[src/shared/pie_pkg.sv]
// Package for the peripheral interrupt enable bank: offsets, masks, field layouts
package pie_pkg;
    // Register indices on the plain register port
    localparam logic [3:0] ADDR_EN1     = 4'h0;
    localparam logic [3:0] ADDR_EN2     = 4'h1;
    localparam logic [3:0] ADDR_EN3     = 4'h2;
    localparam logic [3:0] ADDR_EN4     = 4'h3;
    localparam logic [3:0] ADDR_CTRL    = 4'h4;
    localparam logic [3:0] ADDR_FLAG1   = 4'h5;
    localparam logic [3:0] ADDR_FLAG2   = 4'h6;
    localparam logic [3:0] ADDR_FLAG3   = 4'h7;
    localparam logic [3:0] ADDR_FLAG4   = 4'h8;
    localparam logic [3:0] ADDR_ISTAT   = 4'h9;
    localparam logic [3:0] ADDR_IMASK   = 4'hA;
    localparam logic [3:0] ADDR_PEND    = 4'hB;

    // Implemented bit masks per enable register
    localparam logic [7:0] MASK_EN1     = 8'hFF;
    localparam logic [7:0] MASK_EN2     = 8'hF9;
    localparam logic [7:0] MASK_EN3     = 8'h3A;
    localparam logic [7:0] MASK_EN4     = 8'h03;
    localparam logic [7:0] RESET_EN     = 8'h00;

    // Control register bit positions
    localparam int CTRL_GLOBAL_BIT      = 7;
    localparam int CTRL_GROUP_BIT       = 6;
    localparam logic [7:0] MASK_CTRL    = 8'hC0;

    // Local event status bits
    localparam int EVT_REQ_RISE         = 0;
    localparam int EVT_REQ_FALL         = 1;
    localparam logic [7:0] MASK_EVT     = 8'h03;

    // Register file: every piece of state in one struct
    typedef struct packed {
        logic [7:0] en1;
        logic [7:0] en2;
        logic [7:0] en3;
        logic [7:0] en4;
        logic       global_irq_en;
        logic       peripheral_group_irq_en;
        logic [7:0] evt_stat;
        logic [7:0] evt_mask;
        logic       core_req_q;
        logic [7:0] rdata;
    } pie_state_t;

    // Thirty-two source flags, grouped like the enable registers
    typedef struct packed {
        logic [7:0] f4;
        logic [7:0] f3;
        logic [7:0] f2;
        logic [7:0] f1;
    } pie_flags_t;

    // Register port request
    typedef struct packed {
        logic [3:0] addr;
        logic [7:0] wdata;
        logic       wr;
        logic       rd;
    } pie_req_t;
endpackage

[src/hdl/pie_gate.sv]
// Gating network: flag AND enable, OR-reduced, then group gate
`timescale 1ns/1ns
module pie_gate (
    input  wire logic [31:0] flags,
    input  wire logic [31:0] enables,
    input  wire logic        group_en,
    output logic             any_req,
    output logic             periph_req
);
    // OR over all sources of flag AND enable
    assign any_req    = |(flags & enables);
    // Group enable gate
    assign periph_req = any_req & group_en;
endmodule // pie_gate

[src/hdl/pie_bank.sv]
// Peripheral interrupt enable bank with control, flag view and event status
//
// Summary of operation
// No request without group enable set
// One enables a source, zero disables
// First register: eight sources, all writable
// Second register: bits 2 and 1 absent
// Third register: bits 5,4,3,1 only
// Fourth register: bits 1 and 0 only
// All enables clear on every reset
// Absent bits ignore writes, read zero
// Flags set regardless of any enable
// Group enable passes or blocks all
// Request is OR of flag-and-enable, gated
`timescale 1ns/1ns
module pie_bank (
    input  wire logic               mclk,
    input  wire logic               rst_b,
    input  wire pie_pkg::pie_req_t  req,
    input  wire pie_pkg::pie_flags_t src_flags,
    output logic [7:0]              rdata,
    output logic                    periph_req,
    output logic                    core_irq,
    output logic                    evt_irq
);
    pie_pkg::pie_state_t s_r;
    pie_pkg::pie_state_t s_nxt;
    logic [31:0]         en_all;
    logic                any_req;
    logic [7:0]          evt_set;

    // Mask a written byte to its implemented bits
    function automatic logic [7:0] keep_bits(input logic [7:0] d, input logic [7:0] m);
        keep_bits = d & m;
    endfunction

    // One bit enables its source
    assign en_all = {s_r.en4, s_r.en3, s_r.en2, s_r.en1};

    // Flags enter ungated by enables
    pie_gate u_gate (
        .flags      (src_flags),
        .enables    (en_all),
        .group_en   (s_r.peripheral_group_irq_en),
        .any_req    (any_req),
        .periph_req (periph_req)
    );

    // Core sees peripheral request only under global enable
    assign core_irq = periph_req & s_r.global_irq_en;
    // Events: edges of the gated request, useful for counting bursts
    assign evt_set = {6'h00, s_r.core_req_q & ~periph_req, ~s_r.core_req_q & periph_req};
    assign evt_irq = |(s_r.evt_stat & s_r.evt_mask);
    assign rdata   = s_r.rdata;

    // Next state of all registers
    always_comb begin
        s_nxt            = s_r;
        s_nxt.core_req_q = periph_req;
        s_nxt.rdata      = 8'h00;
        if (req.wr) begin
            case (req.addr)
                // First register fully writable
                pie_pkg::ADDR_EN1: s_nxt.en1 = keep_bits(req.wdata, pie_pkg::MASK_EN1);
                // Second register masked
                pie_pkg::ADDR_EN2: s_nxt.en2 = keep_bits(req.wdata, pie_pkg::MASK_EN2);
                // Third register masked
                pie_pkg::ADDR_EN3: s_nxt.en3 = keep_bits(req.wdata, pie_pkg::MASK_EN3);
                // Fourth register masked
                pie_pkg::ADDR_EN4: s_nxt.en4 = keep_bits(req.wdata, pie_pkg::MASK_EN4);
                pie_pkg::ADDR_CTRL: begin
                    s_nxt.global_irq_en           = req.wdata[pie_pkg::CTRL_GLOBAL_BIT];
                    s_nxt.peripheral_group_irq_en = req.wdata[pie_pkg::CTRL_GROUP_BIT];
                end
                pie_pkg::ADDR_ISTAT: s_nxt.evt_stat = s_r.evt_stat & ~keep_bits(req.wdata, pie_pkg::MASK_EVT);
                pie_pkg::ADDR_IMASK: s_nxt.evt_mask = keep_bits(req.wdata, pie_pkg::MASK_EVT);
                default: ;
            endcase
        end
        // New events win over a clear in the same cycle
        s_nxt.evt_stat = s_nxt.evt_stat | evt_set;
        if (req.rd) begin
            case (req.addr)
                // Absent bits read zero
                pie_pkg::ADDR_EN1:   s_nxt.rdata = s_r.en1;
                pie_pkg::ADDR_EN2:   s_nxt.rdata = keep_bits(s_r.en2, pie_pkg::MASK_EN2);
                pie_pkg::ADDR_EN3:   s_nxt.rdata = keep_bits(s_r.en3, pie_pkg::MASK_EN3);
                pie_pkg::ADDR_EN4:   s_nxt.rdata = keep_bits(s_r.en4, pie_pkg::MASK_EN4);
                pie_pkg::ADDR_CTRL:  s_nxt.rdata = {s_r.global_irq_en, s_r.peripheral_group_irq_en, 6'h00};
                pie_pkg::ADDR_FLAG1: s_nxt.rdata = src_flags.f1;
                pie_pkg::ADDR_FLAG2: s_nxt.rdata = src_flags.f2;
                pie_pkg::ADDR_FLAG3: s_nxt.rdata = src_flags.f3;
                pie_pkg::ADDR_FLAG4: s_nxt.rdata = src_flags.f4;
                pie_pkg::ADDR_ISTAT: s_nxt.rdata = s_r.evt_stat;
                pie_pkg::ADDR_IMASK: s_nxt.rdata = s_r.evt_mask;
                pie_pkg::ADDR_PEND:  s_nxt.rdata = {5'h00, core_irq, periph_req, any_req};
                default:             s_nxt.rdata = 8'h00;
            endcase
        end
    end

    // Everything clears on reset
    always_ff @(posedge mclk or negedge rst_b) begin
        if (!rst_b) begin
            s_r <= '0;
        end else begin
            s_r <= s_nxt;
        end
    end
endmodule // pie_bank

[config.mk]
export PLATFORM = sky130hd
export DESIGN_NAME = pie_bank
export DESIGN_NICKNAME = d
export VERILOG_FILES = /design/src/shared/pie_pkg.sv /design/src/hdl/pie_gate.sv /design/src/hdl/pie_bank.sv
export SDC_FILE = /design/constraint.sdc
export NUM_CORES = 1
export LEC_CHECK = 0
export BUFFER_PORTS_ARGS = -buffer_cell sky130_fd_sc_hd__buf_2
export CAP_MARGIN = 20
export CORE_ASPECT_RATIO = 0.7
export CORE_MARGIN = 10
export CORE_UTILIZATION = 45
export DETAILED_ROUTE_END_ITERATION = 7
export GPL_TIMING_DRIVEN = 1
export PLACE_DENSITY = 0.71
export SYNTH_ARGS = -nofsm -noshare
export SYNTH_HDL_FRONTEND = slang
export SYNTH_SLANG_ARGS = --single-unit
[constraint.sdc]
create_clock -name mclk -period 3.1 [get_ports mclk]
set_input_delay 0.31 -clock mclk [delete_from_list [all_inputs] [get_ports mclk]]
set_output_delay 0.31 -clock mclk [all_outputs]
set_load 0.02 [all_outputs]
==> results of run 1 <==
-- layout make-up --
class	instances	area (um2)
tap	55	68.8
timing repair buffer	60	305
inverter	2	7.51
clock buffer	8	100
multi-input combinational	141	1070
sequential	35	876
fill	422	1980
-- flip-flops by register name (all words and copies together) (netlist names) --
| signal | flops |
|---|---|
| s_r | 7 |
| en_all | 20 |
| rdata | 8 |
-- worst register-to-register path, stage by stage (launching register included) --
cell and delay, ns:
dfrtp_1 0.40, a22o_1 0.25, a221oi_2 0.20, nand4_1 0.18, o31a_1 0.37, a32o_1 0.27
-- through the flow --
stage | std cells | hold WS, ns
after global placement | 293 | 0.431
after global routing | 301 | 0.163
final | 301 | 0.100
after floorplan | 198 | 0.0144
after CTS | 301 | 0.131
after detailed placement | 293 | 0.436
-- power by group --
part / switching [uW] / total (uW) / internal, uW
Clock: 158 / 360 / 203
Combinational: 158 / 316 / 158
Sequential: 79.9 / 622 / 542
-- kinds of logic (layout without fill, tap and decap cells) --
logic type      count (synthesis)  after routing  share of synthesized area
mux                            37             37                      0.202
simple gates                   59             59                      0.157
compound gates                 45             45                      0.156
buf+inv                        22             70                     0.0638
flops                          35             35                      0.421
-- synth_stat cells --
master,n
or3b_1,1
a22oi_1,6
mux2i_1,6
nand3b_1,2
nor4_1,2
nor3b_1,3
mux4_2,1
buf_6,1
a221oi_1,2
nand2_1,11
a21oi_1,9
nand3_2,1
clkbuf_1,3
nor3_1,1
a22o_1,7
o31a_1,1
o21bai_1,1
a211oi_1,1
inv_1,2
buf_2,7
buf_4,9
o31a_2,1
and4_1,3
nand3_1,20
nor2b_1,4
o2bb2ai_1,1
o21ai_0,9
mux2_2,30
and2_2,1
and3_1,3
a221oi_2,2
a31oi_1,3
dfrtp_1,35
nor2_1,4
a32o_1,1
nand4_1,3
a311oi_1,1
-- cells in the final DEF (no fill, tap or decap), types with 2 or more instances in the layout --
cell type	count
a221oi_2	2
a22o_1	7
nand3b_1	2
nor3b_1	3
a31oi_1	3
a22oi_1	6
mux2_2	30
a221oi_1	2
nand4_1	3
a21oi_1	9
dfrtp_1	35
o21ai_0	9
and3_1	3
nor4_1	2
nor2_1	4
nor2b_1	4
buf_2	58
and4_1	3
nand2_1	11
mux2i_1	6
inv_1	2
nand3_1	20
buf_4	2
clkbuf_8	7
-- how the worst max path moves through the flow --
| stage | from | to | slack, ns | cells after the start |
|---|---|---|---|---|
| after floorplan | en_all[14]$_DFFE_PN0P_ | core_irq | 1.26 | 5 |
| after global placement | req[10] | en_all[13]$_DFFE_PN0P_ | 1.03 | 4 |
| after detailed placement | src_flags[14] | core_irq | 1.05 | 7 |
| after CTS | en_all[1]$_DFFE_PN0P_ | core_irq | 0.74 | 6 |
| after global routing | en_all[1]$_DFFE_PN0P_ | core_irq | 0.62 | 6 |
| final | en_all[14]$_DFFE_PN0P_ | core_irq | 0.73 | 6 |
-- layer usage --
metal	wire length (um)	vias to the layer above
li1	-	842
met1	2890	884
met2	2640	96
met3	624	8
met4	55	0
met5	0	-
==> run_results.csv, run 1 <==
group,metric,value,unit
die,core-area,0.00440,mm2
setup_path,required,2.79,ns
grt,grt_pass1_wl,9940,um
clock_tree,clk_latency,0.28,ns
detailed_routing,wl_per_cell,20.6,um
setup_path,slowest_delay,0.40,ns
finish,drive_gt1_frac,0.419,
placement,dp_worst_setup_slack,1.05,ns
die,dieWidth,101,um
synthesis,synth_area_leaders,"dfrtp_1 (42%), mux2_2 (16%), nand3_1 (4.8%)",
timing,tns,0,ns
die,dieHeight,76.9,um
grt,grt_busiest_layer,"met1",
synthesis,synth_top_area_share,0.421,
detailed_routing,post_drt_via_cell_ratio,6.08,
grt,overflow,0,
job,maxCapViolCount,0,
clock_tree,cts.sinks,35,
setup_path,critical_path_peak_fanout,7,
grt,met2_usage,0.218,
setup_path,slowest_stage,"dfrtp_1",
setup_path,rr_startpoint,"en_all[14]$_DFFE_PN0P_",
timing,clock.fmax,422,MHz
detailed_routing,routed_wl,6210,um
detailed_routing,first_iter_violations,214,
setup_path,cp_num_buf_inv,1,
setup_path,endpoint_kind,"output port",
synthesis,syn_inst,198,
die,std_cell_rows,20,
timing,slew_violations,0,
placement,post_dp_cell_area,0.00233,mm2
timing,rsz0062_at_grt,"false",
grt,track_usage,0.158,
setup_path,start_kind,"flip-flop",
synthesis,syn_area,0.00208,mm2
outcome,outcome,"completed",
synthesis,synth.net_count,246,
setup_path,r2r_setup_slack,1.31,ns
detailed_routing,num_vias,1830,
die,die_area,0.00778,mm2
power_and_ir_drop,power,1300,uW
grt,grtUsageMet3,0.0510,
synthesis,ys.warnings.count,0,
detailed_routing,first_pass_iters,4,
die,boundaryPins,59,
clock_tree,cts_root_buf,"clkbuf_8",
synthesis,yosysTopAreaCell,"dfrtp_1",
setup_path,critical-path-top-delay-family,"compound AO/OA/AOI/OAI gates",
clock_tree,ctsLongestPathBuffers,2,
finish,finalInstanceArea,0.00243,mm2
synthesis,ys_seq_elements,35,
synthesis,synth_area_per_cell,10.5,um2
timing,period_share,0.765,
die,initial_core_util,0.472,
hold_path,hp-class,"in -> async",
grt,grt_max_degree,36,
setup_path,r2r_cells,5,
grt,gr-usage-met1,0.227,
finish,antenna_cells,0,
grt,antenna_found_initial,0,
setup_path,crit_chain,"a22o_1 > a221oi_2 > nand4_1 > o31a_1 > and2_2 > buf_2",
timing,min_period,2.37,ns
power_and_ir_drop,power_density,534,mW/mm2
timing,finalSetupViolCount,0,
timing,maxSlewHeadroom,0.481,
power_and_ir_drop,p_leak,0.00112,uW
setup_path,cp_data_arrival_time,2.06,ns
placement,port_buffers,58,
synthesis,synth_cell_types,37,
detailed_routing,drc,0,
clock_tree,post_cts_resized,0,
clock_tree,post_cts_buffers,0,
clock_tree,htree_levels,2,
detailed_routing,drtAntennaViolNets,0,
finish,syn2layout_area_growth,16.8,%
timing,fin_skew,0.00235,ns
power_and_ir_drop,vdd.ir_drop.worst,0.299,mV
finish,post-route-util,0.551,
setup_path,timing.rr.end,"rdata[2]$_DFF_PN0_",
clock_tree,cts_tree,"done",
clock_tree,cts_hold_buffers,0,
synthesis,yosysSeqAreaShare,0.421,
timing,tightestPinTransition,0.778,ns
finish,final_nets,293,
placement,hpwlAfterDp,4800,um
timing,setup_ws,0.728,ns
grt,grt_pass1_vias,1865,
clock_tree,path_clk_slew,0.07,ns
timing,hold_viol,0,
clock_tree,numCtsBuffers,5,
placement,gp_congestion,0.907,
setup_path,path_class,"reg -> out",
No activity file was read; power rests on OpenSTA's default activity.
==> inputs of run 2 (changes only) <==
- ABC_AREA: not set -> 1
- PLACE_DENSITY: 0.71 -> 0.74
- clock period: 3.1 -> 1.9 ns (I/O delays scaled with it)
==> run_results.csv, run 2 <==
group,metric,value,unit
die,boundaryPins,59,
clock_tree,numCtsBuffers,5,
timing,hold_viol,35,
die,initial_core_util,0.460,
finish,largest_reg_flops,20,
clock_tree,clk_latency,0.28,ns
synthesis,synthFlopType,"dfrtp_1",
detailed_routing,drc,0,
setup_path,path_common_cell,"nand2_1",
finish,final_common_cell,"nand2_1",
synthesis,synth_cell_types,22,
timing,min_period,1.78,ns
synthesis,synthArstFlopShare,1.00,
clock_tree,cts_root_buf,"clkbuf_8",
finish,drive_gt1_frac,0.251,
power_and_ir_drop,vdd.ir_drop.worst,0.517,mV
grt,grt_pass1_vias,1935,
synthesis,syn_area,0.00198,mm2
die,dieWidth,99.3,um
die,dieHeight,75.5,um
grt,track_usage,0.155,
clock_tree,path_clk_slew,0.06,ns
synthesis,syn_inst,269,
grt,antenna_found_initial,0,
timing,fin_skew,0.00305,ns
clock_tree,cts.sinks,35,
clock_tree,cts_hold_buffers,0,
die,core-area,0.00430,mm2
setup_path,r2r_cells,8,
placement,hpwlAfterDp,4460,um
finish,antenna_cells,0,
timing,rsz0062_at_grt,"false",
synthesis,yosysSeqAreaShare,0.442,
synthesis,ys_seq_elements,35,
power_and_ir_drop,p_leak,0.00125,uW
detailed_routing,post_drt_via_cell_ratio,5.15,
clock_tree,cts_tree,"done",
synthesis,synth_area_leaders,"dfrtp_1 (44%), nand2_1 (21%), nand3_1 (3.8%)",
setup_path,cp_data_arrival_time,1.59,ns
job,maxCapViolCount,0,
setup_path,path_class,"reg -> out",
timing,slew_violations,0,
synthesis,synth_area_per_cell,7.37,um2
detailed_routing,routed_wl,5700,um
setup_path,endpoint_kind,"output port",
clock_tree,post_cts_resized,0,
power_and_ir_drop,power_density,804,mW/mm2
die,std_cell_rows,20,
detailed_routing,drtAntennaViolNets,0,
synthesis,synth_top_area_share,0.442,
synthesis,ys.warnings.count,0,
finish,final_cell_mix,"nand2_1 (113), buf_2 (58), dfrtp_1 (35), nor2_1 (18), nand3_1 (15)",
synthesis,synthXorXnorAreaFrac,0,
setup_path,slowest_stage,"dfrtp_1",
synthesis,synth.net_count,317,
timing,clock.fmax,563,MHz
placement,gp_congestion,0.874,
hold_path,hp-class,"in -> async",
timing,tns,0,ns
setup_path,slowest_delay,0.39,ns
finish,final_nets,372,
timing,tightestPinTransition,0.769,ns
setup_path,critical_path_peak_fanout,4,
grt,grt_pass1_wl,9260,um
synthesis,synth.most_common_cell,"nand2_1",
synthesis,synth-compound-area-share,0.104,
timing,period_share,0.935,
synthesis,synth_edf_count,0,
placement,port_buffers,58,
finish,fillers,438,
detailed_routing,first_iter_violations,171,
setup_path,required,1.71,ns
detailed_routing,num_vias,1948,
synthesis,yosysTopAreaCell,"dfrtp_1",
synthesis,synth_mux_area_frac,0.00568,
synthesis,ys_top_cells_by_count,"nand2_1 (113), dfrtp_1 (35), nor2_1 (18), nand3_1 (15)",
timing,finalSetupViolCount,0,
outcome,outcome,"finished, violations left",
timing,maxSlewHeadroom,0.487,
setup_path,r2r_setup_slack,0.61,ns
setup_path,start_kind,"flip-flop",
timing,setup_ws,0.123,ns
synthesis,synthAdderAreaFrac,0,
synthesis,synth_top_family_by_area,"simple AND/OR/NAND/NOR gates",
clock_tree,htree_levels,2,
grt,overflow,0,
synthesis,synth_simple_gate_area_share,0.379,
clock_tree,ctsLongestPathBuffers,2,
finish,syn2layout_area_growth,18.2,%
timing,whs,-0.0204,ns
outcome,violations,"hold timing",
detailed_routing,first_pass_iters,5,
setup_path,crit_chain,"nand2_1 > nand2_1 > nor2_1 > nand2_1 > nor2_1 > nand2_1 > nand2_1 > inv_1 > buf_2",
placement,dp_worst_setup_slack,0.455,ns
die,die_area,0.00750,mm2
grt,grt_max_degree,36,
clock_tree,post_cts_buffers,0,
detailed_routing,wl_per_cell,15.1,um
## run 2: cell types whose count changed in the layout (fill, tap and decap cells not counted), sizes merged, moves of 6 or more
cell | previous run | this run
nor2 | 4 | 25
a22oi | 6 | 0
mux2 | 30 | 1
inv | 2 | 18
nand2 | 11 | 120
mux2i | 6 | 0
nand3 | 21 | 15
o21ai | 9 | 26
## run 2: worst paths after layout
| path | to | from |
|---|---|---|
| worst min-delay path | en_all[24]$_DFFE_PN0P_ | rst_b |
| worst min register to register | s_r[17]$_DFF_PN0_ | s_r[8]$_DFF_PN0_ |
| worst max register to register | s_r[17]$_DFF_PN0_ | en_all[13]$_DFFE_PN0P_ |
| min in group mclk | en_all[2]$_DFFE_PN0P_ | req[4] |
| max in group asynchronous | s_r[17]$_DFF_PN0_ | rst_b |
| worst max-delay path | periph_req | en_all[13]$_DFFE_PN0P_ |
## run 2: cell type report
type                       count  area (um2)  area share
multi-input combinational    206         968       0.413
sequential                    35         876       0.374
timing repair buffer          58         290       0.124
clock buffer                   6        72.6      0.0310
tap                           55        68.8      0.0294
inverter                      18        67.6      0.0288
## run 2: metal layers
layer,GRT usage,wire (um),up-vias
li1,-,-,960
met1,0.207,2470,884
met2,0.240,2550,97
met3,0.0480,614,7
met4,0.0412,56,0
met5,0,0,-
## run 2: critical path, delay by kind of cell, from the launching register on
family,cells,cell delay (ns)
flops,1,0.39
simple gates,7,0.68
buf+inv,2,0.23
## run 2: cells by family (layout without fill, tap and decap cells)
kind of cell,after synthesis,count (layout)
DFF,35,35
AOI/OAI and AO/OA,38,38
and+or+nand+nor,167,167
muxes,1,1
buffers and inverters,28,82
## run 2: stage by stage
stage          total power (uW)   util  instance area [um2]  cells
6_report                   1890  0.544                 2340    378
5_1_grt                    2010  0.544                 2340    378
4_1_cts                    1890  0.544                 2340    378
3_5_place_dp               1400  0.528                 2270    372
3_3_place_gp               1400  0.528                 2270    372
2_1_floorplan              1240      -                 1980    269
## run 2: power breakdown
group	switching [uW]	internal, uW	leakage, uW
Clock	245	244	0.0000371
Sequential	102	871	0.000445
Combinational	257	166	0.000764
